<file path="config.mk">
export PLATFORM = sky130hd
export DESIGN_NAME = rldac_top
export DESIGN_NICKNAME = d
export VERILOG_FILES = /design/src/rldac_pkg.sv /design/src/rldac_top.sv /design/src/rldac_pin_override.sv /design/src/rldac_ladder_model.sv
export SDC_FILE = /design/constraint.sdc
export NUM_CORES = 1
export LEC_CHECK = 0
export CAP_MARGIN = 10
export CORE_MARGIN = 2
export CORE_UTILIZATION = 30
export CTS_CLUSTER_SIZE = 10
export DETAILED_ROUTE_END_ITERATION = 10
export DONT_BUFFER_PORTS = 1
export GPL_TIMING_DRIVEN = 0
export PLACE_DENSITY = 0.53
export SLEW_MARGIN = 20
export SYNTH_ARGS = -nofsm -noshare
export SYNTH_HDL_FRONTEND = slang
export SYNTH_SLANG_ARGS = --single-unit
export TNS_END_PERCENT = 10
</file>
<file path="constraint.sdc">
create_clock -name aclk -period 2.2 [get_ports aclk]
set_input_delay 0.44 -clock aclk [delete_from_list [all_inputs] [get_ports aclk]]
set_output_delay 0.44 -clock aclk [all_outputs]
set_load 0.01 [all_outputs]
</file>
<file path="src/rldac_pkg.sv">
package rldac_pkg;

	// ---------------------------------------------------------------
	// register map
	// ---------------------------------------------------------------
	localparam logic [3:0] RLDAC_OFS_CONTROL = 4'h0; // control word
	localparam logic [3:0] RLDAC_OFS_LEVEL = 4'h4; // level word
	localparam int RLDAC_ADDR_W = 4; // decoded address bits

	// ---------------------------------------------------------------
	// field positions
	// ---------------------------------------------------------------
	localparam int RLDAC_BIT_ON = 7; // converter_on
	localparam int RLDAC_BIT_OE1 = 5; // pin_one_drive_on
	localparam int RLDAC_BIT_OE2 = 4; // pin_two_drive_on
	localparam int RLDAC_BIT_PSS = 2; // positive_source_pick
	localparam int RLDAC_LEVEL_W = 5; // ladder_level_code width

	// ---------------------------------------------------------------
	// masks and reset values
	// ---------------------------------------------------------------
	localparam logic [7:0] RLDAC_CONTROL_MASK = 8'hb4; // implemented bits
	localparam logic [7:0] RLDAC_LEVEL_MASK = 8'h1f; // implemented bits
	localparam logic [7:0] RLDAC_CONTROL_RST = 8'h00; // reset value
	localparam logic [7:0] RLDAC_LEVEL_RST = 8'h00; // reset value

	// ---------------------------------------------------------------
	// axi response codes
	// ---------------------------------------------------------------
	localparam logic [1:0] RLDAC_RESP_OKAY = 2'h0; // okay
	localparam logic [1:0] RLDAC_RESP_SLVERR = 2'h2; // unmapped

endpackage : rldac_pkg

</file>
<file path="src/rldac_top.sv">
// Summary of operation
// - converter works only when on bit set
// - five-bit level code picks 32 levels
// - out equals bottom plus span times code/32
// - pin enables connect level to pins
// - selected pin loses digital driver, pull-up, input
// - source pick: 1 external pin, 0 supply
// - ladder bottom always tied to ground
// - sleep wake leaves control register unchanged
// - reset clears all control and level bits
// - unimplemented bits read as zero
// - level offered to comparator, converter, pins
`timescale 1ns/1ps
`default_nettype none
module rldac_top
	import rldac_pkg::*;
(
	input wire logic aclk,
	input wire logic aresetn,
	// axi4-lite write address
	input wire logic [31:0] s_axi_awaddr,
	input wire logic [2:0] s_axi_awprot,
	input wire logic s_axi_awvalid,
	output logic s_axi_awready,
	// axi4-lite write data
	input wire logic [31:0] s_axi_wdata,
	input wire logic [3:0] s_axi_wstrb,
	input wire logic s_axi_wvalid,
	output logic s_axi_wready,
	// axi4-lite write response
	output logic [1:0] s_axi_bresp,
	output logic s_axi_bvalid,
	input wire logic s_axi_bready,
	// axi4-lite read address
	input wire logic [31:0] s_axi_araddr,
	input wire logic [2:0] s_axi_arprot,
	input wire logic s_axi_arvalid,
	output logic s_axi_arready,
	// axi4-lite read data
	output logic [31:0] s_axi_rdata,
	output logic [1:0] s_axi_rresp,
	output logic s_axi_rvalid,
	input wire logic s_axi_rready,
	// sleep status, not used by any block logic
	input wire logic device_asleep,
	// ladder controls
	output logic converter_on,
	output logic positive_source_pick,
	output logic ladder_bottom_is_ground,
	output logic [RLDAC_LEVEL_W-1:0] ladder_level_code,
	output logic [RLDAC_LEVEL_W-1:0] ladder_tap_select,
	output logic ladder_powered,
	// routing of ladder_level_out
	output logic route_to_comparator,
	output logic route_to_adc,
	output logic ref_out_pin_one,
	output logic ref_out_pin_two,
	output logic pin_one_digital_override,
	output logic pin_two_digital_override
);

	// ---------------------------------------------------------------
	// state
	// ---------------------------------------------------------------
	typedef struct packed {
		logic [7:0] control; // ref_converter_control
		logic [7:0] level; // ref_converter_level
		logic [RLDAC_ADDR_W-1:0] awaddr; // latched write address
		logic aw_held; // address taken
		logic [7:0] wdata; // latched low byte
		logic wstrb0; // low lane strobe
		logic w_held; // data taken
		logic bvalid; // write response pending
		logic [1:0] bresp; // write response code
		logic rvalid; // read data pending
		logic [1:0] rresp; // read response code
		logic [7:0] rdata; // read byte
	} rldac_state_s;

	rldac_state_s st_r;
	rldac_state_s st_nxt;

	// unused protection and upper address bits
	logic unused_ok;
	assign unused_ok = ^{s_axi_awprot, s_axi_arprot, device_asleep,
		s_axi_awaddr[31:RLDAC_ADDR_W], s_axi_araddr[31:RLDAC_ADDR_W],
		s_axi_wdata[31:8], s_axi_wstrb[3:1]};

	// ---------------------------------------------------------------
	// handshakes
	// ---------------------------------------------------------------
	assign s_axi_awready = !st_r.aw_held && !st_r.bvalid;
	assign s_axi_wready = !st_r.w_held && !st_r.bvalid;
	assign s_axi_arready = !st_r.rvalid;

	// combined write request once both halves are in
	logic [RLDAC_ADDR_W-1:0] wr_addr;
	logic [7:0] wr_byte;
	logic wr_lane;
	logic wr_go;
	logic rd_go;
	always_comb
	begin
		wr_addr = st_r.aw_held ? st_r.awaddr : s_axi_awaddr[RLDAC_ADDR_W-1:0];
		wr_byte = st_r.w_held ? st_r.wdata : s_axi_wdata[7:0];
		wr_lane = st_r.w_held ? st_r.wstrb0 : s_axi_wstrb[0];
		wr_go = (st_r.aw_held || (s_axi_awvalid && s_axi_awready)) &&
			(st_r.w_held || (s_axi_wvalid && s_axi_wready)) &&
			!st_r.bvalid;
		rd_go = s_axi_arvalid && s_axi_arready;
	end

	// ---------------------------------------------------------------
	// next state: bus slave and register file
	// ---------------------------------------------------------------
	always_comb
	begin
		st_nxt = st_r;
		// hold halves that arrive alone
		if (s_axi_awvalid && s_axi_awready && !wr_go)
		begin
			st_nxt.aw_held = 1'b1;
			st_nxt.awaddr = s_axi_awaddr[RLDAC_ADDR_W-1:0];
		end
		if (s_axi_wvalid && s_axi_wready && !wr_go)
		begin
			st_nxt.w_held = 1'b1;
			st_nxt.wdata = s_axi_wdata[7:0];
			st_nxt.wstrb0 = s_axi_wstrb[0];
		end
		// retire a write response
		if (st_r.bvalid && s_axi_bready)
			st_nxt.bvalid = 1'b0;
		// perform a write
		if (wr_go)
		begin
			st_nxt.aw_held = 1'b0;
			st_nxt.w_held = 1'b0;
			st_nxt.bvalid = 1'b1;
			st_nxt.bresp = RLDAC_RESP_OKAY;
			// sleep and wake never touch the stored bytes
			if (wr_addr == RLDAC_OFS_CONTROL)
			begin
				if (wr_lane)
					st_nxt.control = wr_byte & RLDAC_CONTROL_MASK;
			end
			else if (wr_addr == RLDAC_OFS_LEVEL)
			begin
				if (wr_lane)
					st_nxt.level = wr_byte & RLDAC_LEVEL_MASK;
			end
			else
				st_nxt.bresp = RLDAC_RESP_SLVERR; // unmapped
		end
		// retire read data
		if (st_r.rvalid && s_axi_rready)
			st_nxt.rvalid = 1'b0;
		// perform a read
		if (rd_go)
		begin
			st_nxt.rvalid = 1'b1;
			st_nxt.rresp = RLDAC_RESP_OKAY;
			if (s_axi_araddr[RLDAC_ADDR_W-1:0] == RLDAC_OFS_CONTROL)
				st_nxt.rdata = st_r.control & RLDAC_CONTROL_MASK;
			else if (s_axi_araddr[RLDAC_ADDR_W-1:0] == RLDAC_OFS_LEVEL)
				st_nxt.rdata = st_r.level & RLDAC_LEVEL_MASK;
			else
			begin
				st_nxt.rdata = 8'h00;
				st_nxt.rresp = RLDAC_RESP_SLVERR;
			end
		end
	end

	// ---------------------------------------------------------------
	// state register; every reset clears the settings
	// ---------------------------------------------------------------
	always_ff @(posedge aclk)
	begin
		if (!aresetn)
		begin
			st_r <= '0;
			st_r.control <= RLDAC_CONTROL_RST;
			st_r.level <= RLDAC_LEVEL_RST;
		end
		else
			st_r <= st_nxt;
	end

	// bus outputs
	assign s_axi_bvalid = st_r.bvalid;
	assign s_axi_bresp = st_r.bresp;
	assign s_axi_rvalid = st_r.rvalid;
	assign s_axi_rresp = st_r.rresp;
	assign s_axi_rdata = {24'h000000, st_r.rdata};

	// ---------------------------------------------------------------
	// settings to the ladder, live from the edge after the write
	// ---------------------------------------------------------------
	assign converter_on = st_r.control[RLDAC_BIT_ON];
	assign positive_source_pick = st_r.control[RLDAC_BIT_PSS];
	assign ladder_bottom_is_ground = 1'b1;
	assign ladder_level_code = st_r.level[RLDAC_LEVEL_W-1:0];
	// the level is offered internally whenever the ladder runs
	assign route_to_comparator = ladder_powered;
	assign route_to_adc = ladder_powered;

	// tap selector
	rldac_ladder_model #(.LEVEL_W(RLDAC_LEVEL_W)) u_ladder
	(
		.aclk(aclk),
		.aresetn(aresetn),
		.converter_on(converter_on),
		.ladder_level_code(ladder_level_code),
		.tap_select(ladder_tap_select),
		.ladder_powered(ladder_powered)
	);

	// pin one
	rldac_pin_override u_pin_one
	(
		.aclk(aclk),
		.aresetn(aresetn),
		.drive_on(st_r.control[RLDAC_BIT_OE1]),
		.analog_connect(ref_out_pin_one),
		.digital_override(pin_one_digital_override)
	);

	// pin two
	rldac_pin_override u_pin_two
	(
		.aclk(aclk),
		.aresetn(aresetn),
		.drive_on(st_r.control[RLDAC_BIT_OE2]),
		.analog_connect(ref_out_pin_two),
		.digital_override(pin_two_digital_override)
	);

	// ---------------------------------------------------------------
	// checks
	// ---------------------------------------------------------------
	reset_clear_a: assert property (@(posedge aclk)
		!aresetn |=> st_r.control == 8'h00 && st_r.level == 8'h00)
		else $error("reset did not clear settings");
	unimpl_zero_a: assert property (@(posedge aclk) disable iff (!aresetn)
		s_axi_rvalid |-> (s_axi_rdata & 32'hffffff4b) == 32'h0 ||
		(s_axi_rdata & 32'hffffffe0) == 32'h0)
		else $error("unimplemented bits read nonzero");
	write_apply_a: assert property (@(posedge aclk) disable iff (!aresetn)
		wr_go && wr_lane && wr_addr == RLDAC_OFS_CONTROL |=>
		converter_on == $past(wr_byte[RLDAC_BIT_ON]))
		else $error("enable not applied next edge");
	level_apply_a: assert property (@(posedge aclk) disable iff (!aresetn)
		wr_go && wr_lane && wr_addr == RLDAC_OFS_LEVEL |=>
		ladder_level_code == $past(wr_byte[4:0]))
		else $error("level not applied next edge");
	sleep_hold_a: assert property (@(posedge aclk) disable iff (!aresetn)
		!wr_go |=> $stable(st_r.control))
		else $error("control changed without a write");
	bottom_gnd_a: assert property (@(posedge aclk) disable iff (!aresetn)
		ladder_bottom_is_ground)
		else $error("bottom source not ground");
	pss_map_a: assert property (@(posedge aclk) disable iff (!aresetn)
		positive_source_pick == st_r.control[RLDAC_BIT_PSS])
		else $error("source pick mismatch");
	write_resp_a: assert property (@(posedge aclk) disable iff (!aresetn)
		wr_go |=> s_axi_bvalid)
		else $error("no write response");
	read_resp_a: assert property (@(posedge aclk) disable iff (!aresetn)
		rd_go |=> s_axi_rvalid)
		else $error("no read response");
	route_on_a: assert property (@(posedge aclk) disable iff (!aresetn)
		route_to_comparator == ladder_powered)
		else $error("comparator route wrong");
	route_adc_a: assert property (@(posedge aclk) disable iff (!aresetn)
		route_to_adc == ladder_powered)
		else $error("converter route wrong");
	level_hold_a: assert property (@(posedge aclk) disable iff (!aresetn)
		!wr_go |=> $stable(st_r.level))
		else $error("level changed without a write");
	reset_outs_a: assert property (@(posedge aclk)
		!aresetn |=> !converter_on && !ref_out_pin_one &&
		!ref_out_pin_two && ladder_level_code == 5'h00)
		else $error("reset left outputs live");
	ctl_read_a: assert property (@(posedge aclk) disable iff (!aresetn)
		rd_go && s_axi_araddr[RLDAC_ADDR_W-1:0] == RLDAC_OFS_CONTROL |=>
		(s_axi_rdata[7:0] & ~RLDAC_CONTROL_MASK) == 8'h00)
		else $error("control read shows unused bits");
	lvl_read_a: assert property (@(posedge aclk) disable iff (!aresetn)
		rd_go && s_axi_araddr[RLDAC_ADDR_W-1:0] == RLDAC_OFS_LEVEL |=>
		(s_axi_rdata[7:0] & ~RLDAC_LEVEL_MASK) == 8'h00)
		else $error("level read shows unused bits");

	cov_enable_c: cover property (@(posedge aclk) disable iff (!aresetn)
		$rose(converter_on));
	cov_pin_one_c: cover property (@(posedge aclk) disable iff (!aresetn)
		$rose(ref_out_pin_one));
	cov_full_level_c: cover property (@(posedge aclk) disable iff (!aresetn)
		ladder_level_code == 5'h1f && converter_on);
	cov_unmapped_c: cover property (@(posedge aclk) disable iff (!aresetn)
		s_axi_rvalid && s_axi_rresp == RLDAC_RESP_SLVERR);

endmodule : rldac_top
`default_nettype wire

</file>
<file path="src/rldac_pin_override.sv">
`timescale 1ns/1ps
`default_nettype none
// ---------------------------------------------------------------
// one output pin: analog hookup and digital override
// ---------------------------------------------------------------
module rldac_pin_override
(
	input wire logic aclk,
	input wire logic aresetn,
	input wire logic drive_on,
	output logic analog_connect,
	output logic digital_override
);

	// state of the pin switch
	typedef struct packed {
		logic conn; // level routed to the pin
	} rldac_pin_s;

	rldac_pin_s st_r;
	rldac_pin_s st_nxt;

	// ---------------------------------------------------------------
	// pin select follows the control bit one edge later, two edges after the write
	// ---------------------------------------------------------------
	always_comb
	begin
		st_nxt = st_r;
		st_nxt.conn = drive_on;
	end

	// register the switch state
	always_ff @(posedge aclk)
	begin
		if (!aresetn)
			st_r <= '0;
		else
			st_r <= st_nxt;
	end

	// analog switch and buffer, pull-up and input detector override
	assign analog_connect = st_r.conn;
	assign digital_override = st_r.conn;

	// ---------------------------------------------------------------
	// checks
	// ---------------------------------------------------------------
	pin_follow_a: assert property (@(posedge aclk) disable iff (!aresetn)
		drive_on |=> analog_connect)
		else $error("pin did not connect");
	pin_release_a: assert property (@(posedge aclk) disable iff (!aresetn)
		!drive_on |=> !analog_connect)
		else $error("pin did not disconnect");
	override_tie_a: assert property (@(posedge aclk) disable iff (!aresetn)
		digital_override == analog_connect)
		else $error("override not with connection");

endmodule : rldac_pin_override
`default_nettype wire

</file>
<file path="src/rldac_ladder_model.sv">
`timescale 1ns/1ps
`default_nettype none
// ---------------------------------------------------------------
// digital image of the ladder tap selection
// ---------------------------------------------------------------
module rldac_ladder_model
	import rldac_pkg::*;
#(
	parameter int LEVEL_W = RLDAC_LEVEL_W
)
(
	input wire logic aclk,
	input wire logic aresetn,
	input wire logic converter_on,
	input wire logic [LEVEL_W-1:0] ladder_level_code,
	output logic [LEVEL_W-1:0] tap_select,
	output logic ladder_powered
);

	// refuse widths the tap decoder cannot serve
	if (LEVEL_W != RLDAC_LEVEL_W)
	begin : g_bad_width
		$error("level width must be five");
	end

	// state of the tap selector
	typedef struct packed {
		logic [LEVEL_W-1:0] tap;
		logic pwr;
	} rldac_tap_s;

	rldac_tap_s st_r;
	rldac_tap_s st_nxt;

	// ---------------------------------------------------------------
	// tap: out = bottom + (top - bottom) * code / 2^5
	// ---------------------------------------------------------------
	always_comb
	begin
		st_nxt = st_r;
		st_nxt.pwr = converter_on;
		// ladder unpowered forces the lowest tap
		if (converter_on)
			st_nxt.tap = ladder_level_code;
		else
			st_nxt.tap = '0;
	end

	// register the selector
	always_ff @(posedge aclk)
	begin
		if (!aresetn)
			st_r <= '0;
		else
			st_r <= st_nxt;
	end

	assign tap_select = st_r.tap;
	assign ladder_powered = st_r.pwr;

	// ---------------------------------------------------------------
	// checks
	// ---------------------------------------------------------------
	tap_code_a: assert property (@(posedge aclk) disable iff (!aresetn)
		converter_on |=> tap_select == $past(ladder_level_code))
		else $error("tap not following code");
	off_tap_a: assert property (@(posedge aclk) disable iff (!aresetn)
		!ladder_powered |-> tap_select == '0)
		else $error("tap live while off");

endmodule : rldac_ladder_model
`default_nettype wire

</file>
==> impl_metrics.csv, run 1 <==
group,metric,value,unit
run_status,status,"complete, no violations",
critical_path,crit_path_end_kind,"register",
yosys,yosys.cell_types.count,31,
layout,area_delta_synth_final,13.9,%
timing,period_utilisation_layout,0.857,
timing,final_report_max_slew_violation_count,0,
critical_path,worst_r2r_startpoint,"st_r[24]",
critical_path,cp-start-kind,"register",
critical_path,worst-r2r-cell-count,5,
clocking,number_of_h_tree_levels,2,
clocking,worst_setup_hold_path_clk_slew,0.07,ns
clocking,cts.sinks,42,
timing,report.final.setup_viol,0,
floorplan,die_ht,87.3,um
floorplan,design.die.area,7630,um2
yosys,netlist_area,2080,um2
yosys,cells_taking_the_most_area_after_synthesis,"dfxtp_1 40%, buf_4 17%, mux2i_1 12%, nor2b_1 5.4%, nand2_1 3.1%",
pwr,worst_ir_drop_vdd,0.277,mV
layout,final_layout_size_suffix_gt1_frac,0.251,
worst_hold_path,min_delay_path_depth,1,
global_routing,antenna_found_initial,0,
floorplan,rows,30,
timing,hold_violations,0,
clocking,cts_setup_buffers,0,
yosys,ys.warnings.count,0,
critical_path,critical_path_peak_fanout,7,
clocking,hold_buffers,0,
placement,gp_routability_congestion,0.700,
drt,detail_route.wl_per_cell,12.2,um
drt,post_drt_via_cell_ratio,4.07,
worst_hold_path,min-delay-start,"s_axi_arvalid",
timing,hold-worst-slack,0.285,ns
yosys,synth_top_area_share,0.404,
placement,port_buffers,0,
drt,vias,1363,
clocking,worst_skew_pair.late_latency,0.29,ns
pwr,p_leak,1.16,nW
layout,diodes,0,
yosys,dominant_register_cell_in_the_synthesized_netlist,"dfxtp_1",
yosys,synth_edf_count,0,
worst_hold_path,holdCritPathClass,"in2reg",
global_routing,overflow,0,
drt,detail_route.iter0.violations,46,
drt,drtAntennaViolNets,0,
floorplan,fp.dieW,87.3,um
yosys,netlist_instances,221,
clocking,post_cts_resized,0,
layout,post_layout_util,0.351,
floorplan,floorplan.initialDensity,0.308,
critical_path,cp.arrival,2.07,ns
timing,finalSetupTns,0,ns
yosys,synth_area_per_cell,9.43,um2
timing,worst_slew_margin_rel,0.587,
timing,fmax,0.530,GHz
clocking,cts_buffers,5,
critical_path,crit-reg2reg-capture,"st_r[42]",
layout,final_net_count,368,
timing,layout_min_cycle_time,1.89,ns
drt,drc,0,
clocking,clk_root_buffer_cell,"clkbuf_8",
global_routing,vias_in_the_first_global_route,1207,
job,drv_cap,0,
timing,max_slew.worst_pin.slew,0.619,ns
yosys,ys_seq_area_frac,0.404,
clocking,cts_max_path_buffers,2,
global_routing,grt_max_degree,13,
global_routing,wire_length_of_the_first_global_routing_pass,6270,um
floorplan,pin_count,175,
drt,postRouteWirelength,4100,um
clocking,cts_tree,"yes",
drt,first_pass_iters,4,
yosys,synth_seq_cells,42,
critical_path,worstSetupPathType,"reg2reg",
critical_path,timing.reg2reg.setup_slack,0.31,ns
floorplan,design.core.area,6760,um2
global_routing,grt_use_total,0.109,
pwr,power.density_cell_area,642,nW/um2
placement,detailedPlacementHpwl,3210,um
yosys,asyncSetResetFlopFracSynth,0,
yosys,synth_top_area_cell,"dfxtp_1",
timing,grt_setup_unrepaired,"false",
critical_path,required,2.38,ns
timing,worst_clock_skew,0.00390,ns
worst_hold_path,hold_end,"s_axi_rvalid",
cell type report:
class | instances | area, um2
Clock inverter | 1 | 5.00
Clock buffer | 7 | 86.3
Inverter | 3 | 11.3
Tap cell | 80 | 100
Sequential cell | 42 | 841
Multi-Input combinational cell | 144 | 928
Buffer | 58 | 400
Fill cell | 718 | 4380
synth_stat cells (3+ instances only):
cell and n:
nand2_1 17, nor2_1 6, buf_4 46, nand3_1 5
inv_1 3, and2_1 4, clkbuf_1 8, and3_1 5
a21boi_0 5, mux2_2 3, nor3_1 4, nor2b_1 18
nand2b_1 4, dfxtp_1 42, a21oi_1 4, o211ai_1 3
mux2i_1 25
cell families after synthesis:
logic type,Yosys count,synth area share
AO/OA/AOI/OAI,16,0.0577
buffers and inverters,61,0.198
flip-flops,42,0.404
multiplexers,30,0.151
other,2,0.00360
AND/OR/NAND/NOR,70,0.187
state kept, by name, summed over array words and instances, names as in the netlist:
name and count:
u_pin_two.analog_connect 1, st_r 16, s_axi_rresp 1, u_pin_one.analog_connect 1, s_axi_bresp 1, ladder_level_code 5
positive_source_pick 1, s_axi_rvalid 1, u_ladder.tap_select 5, s_axi_bvalid 1, s_axi_rdata 7, u_ladder.ladder_powered 1
converter_on 1
per-layer routing:
metal	global-route usage	part of all wire	up-vias
met4	0.0420	0.012	0
met2	0.154	0.41	51
li1	-	-	723
met1	0.141	0.46	584
met3	0.0559	0.12	5
met5	0	0	-
where the power goes:
part	total, mW	switching [mW]	internal (mW)
logic	0.215	0.111	0.104
registers	0.805	0.0211	0.784
clock network	0.504	0.251	0.253
worst max-delay path: stages (launching register included):
cell     delay, ns
dfxtp_1       0.50
nor4b_2       0.25
nor2_1        0.11
or4_4         0.49
buf_6         0.15
mux2_4        0.28
worst max path at each step:
stage,start,to,slack (ns)
6_report,st_r[24],st_r[42],0.31
5_1_grt,st_r[24],st_r[42],0.19
4_1_cts,st_r[24],st_r[42],0.32
3_5_place_dp,st_r[24],st_r[42],0.34
3_3_place_gp,s_axi_awaddr[0],st_r[42],0.33
2_1_floorplan,s_axi_awaddr[0],converter_on,0.41
metrics by stage:
stage	power [mW]	setup WS (ns)	instances	area, um2
final	1.52	0.314	335	2370
after global routing	1.61	0.189	335	2370
after CTS	1.55	0.318	335	2370
after detailed placement	1.04	0.335	327	2280
after global placement	1.03	0.334	327	2280
after floorplan	1.01	0.407	247	2180
cell usage in the layout (no fill, tap or decap), drive strengths merged:
cell and n:
a21boi 5, a21oi 4, and2 4, and3 5, buf 50, clkbuf 15, clkinv 1, conb 28
dfxtp 42, inv 3, mux2 5, mux2i 25, nand2 17, nand2b 4, nand3 5, nand3b 2
nor2 6, nor2b 18, nor3 4, nor4 1, nor4b 1, o211a 2, o211ai 3, o21ai 1
o221ai 1, or3 1, or4 1, or4b 1
Power figures use the tool's default switching activity.
==> run 2: changes to the inputs <==
- CELL_PAD_IN_SITES_DETAIL_PLACEMENT: not set -> 0
- CELL_PAD_IN_SITES_GLOBAL_PLACEMENT: not set -> 1
- PLACE_DENSITY: 0.53 -> 0.68
==> impl_metrics.csv, run 2 (synthesized netlist as in run 1, its figures left out) <==
group,metric,value,unit
worst_hold_path,hold_end,"s_axi_rvalid",
run_status,status,"complete, no violations",
floorplan,pin_count,175,
drt,post_drt_via_cell_ratio,4.21,
floorplan,design.core.area,6760,um2
pwr,power.density_cell_area,643,nW/um2
global_routing,grt_use_total,0.107,
timing,grt_setup_unrepaired,"false",
layout,largest_reg_flops,16,
drt,detail_route.wl_per_cell,12.3,um
clocking,post_cts_resized,0,
timing,worst_clock_skew,0.00651,ns
global_routing,antenna_found_initial,0,
clocking,worst_skew_pair.late_latency,0.29,ns
timing,final_report_max_slew_violation_count,0,
layout,final_layout_size_suffix_gt1_frac,0.255,
clocking,cts_buffers,5,
critical_path,crit-reg2reg-capture,"st_r[42]",
critical_path,timing.reg2reg.setup_slack,0.31,ns
critical_path,crit_path_end_kind,"register",
timing,layout_min_cycle_time,1.89,ns
critical_path,cp.arrival,2.07,ns
floorplan,floorplan.initialDensity,0.308,
timing,worst_slew_margin_rel,0.592,
global_routing,grt_max_degree,15,
drt,drtAntennaViolNets,0,
timing,report.final.setup_viol,0,
drt,postRouteWirelength,4110,um
pwr,finalPower,1.52,mW
floorplan,design.die.area,7630,um2
timing,fmax,0.530,GHz
critical_path,critical_path_peak_fanout,7,
layout,area_delta_synth_final,13.8,%
critical_path,required,2.39,ns
critical_path,worst-r2r-cell-count,5,
clocking,cts.sinks,42,
critical_path,worst_r2r_startpoint,"st_r[24]",
clocking,number_of_h_tree_levels,2,
layout,diodes,0,
critical_path,worstSetupPathType,"reg2reg",
timing,finalSetupTns,0,ns
clocking,cts_tree,"yes",
layout,final_net_count,368,
pwr,worst_ir_drop_vdd,0.234,mV
drt,detail_route.iter0.violations,52,
worst_hold_path,min-delay-start,"s_axi_arvalid",
timing,hold_violations,0,
clocking,clk_root_buffer_cell,"clkbuf_8",
global_routing,wire_length_of_the_first_global_routing_pass,6270,um
timing,hold-worst-slack,0.281,ns
floorplan,die_ht,87.3,um
clocking,cts_max_path_buffers,2,
timing,max_slew.worst_pin.slew,0.612,ns
layout,layout_common_cells,"46 x buf_4, 42 x dfxtp_1, 28 x conb_1, 25 x mux2i_1, 18 x nor2b_1",
clocking,hold_buffers,0,
drt,drc,0,
placement,detailedPlacementHpwl,3170,um
drt,vias,1411,
layout,layout_commonest_cell,"buf_4",
floorplan,fp.dieW,87.3,um
pwr,p_leak,1.16,nW
clocking,worst_setup_hold_path_clk_slew,0.09,ns
floorplan,rows,30,
clocking,cts_setup_buffers,0,
layout,registers.top_by_ff_count,"st_r",
placement,gp_routability_congestion,0.806,
placement,port_buffers,0,
job,drv_cap,0,
global_routing,vias_in_the_first_global_route,1280,
critical_path,cp-start-kind,"register",
worst_hold_path,holdCritPathClass,"in2reg",
global_routing,overflow,0,
drt,first_pass_iters,4,
worst_hold_path,min_delay_path_depth,1,
timing,period_utilisation_layout,0.858,
-- run 2: changes by cell type in the layout (fill, tap and decap cells not counted), sizes merged --
cell      before  now
clkinvlp       0    1
clkinv         1    2
clkbuf        15   13
-- run 2: final cells by class --
cell class / count / area [um2]
Sequential cell: 42 / 841
Inverter: 3 / 11.3
Buffer: 58 / 400
Multi-Input combinational cell: 144 / 928
Clock buffer: 5 / 68.8
Clock inverter: 3 / 21.3
Tap cell: 80 / 100
Fill cell: 708 / 4390
-- run 2: critical path, stage by stage (launching register included) --
cell     delay (ns)
dfxtp_1        0.50
nor4b_2        0.25
nor2_1         0.11
or4_4          0.49
buf_6          0.15
mux2_4         0.28
-- run 2: worst max path at each step --
stage | from | end | slack [ns]
3_5_place_dp | st_r[24] | st_r[42] | 0.32
6_report | st_r[24] | st_r[42] | 0.31
5_1_grt | st_r[24] | converter_on | 0.25
3_3_place_gp | s_axi_awaddr[0] | converter_on | 0.30
4_1_cts | st_r[24] | st_r[42] | 0.30
2_1_floorplan | s_axi_awaddr[0] | converter_on | 0.41
-- run 2: routing by layer --
layer,wire length [um],GRT usage
met1,2020,0.144
met2,1650,0.158
met3,418,0.0445
met4,14,0.0252
met5,0,0
-- run 2: power by group --
group	internal, mW	switching, mW
sequential	0.784	0.0208
clock	0.223	0.281
combinational	0.104	0.111
-- run 2: through the flow --
stage,cell area [um2],std cells,utilization,setup slack (ns)
floorplan,2180,247,-,0.407
global placement,2280,327,0.338,0.304
detailed placement,2280,327,0.338,0.319
CTS,2370,335,0.351,0.300
global route,2370,335,0.351,0.251
finish,2370,335,0.351,0.313
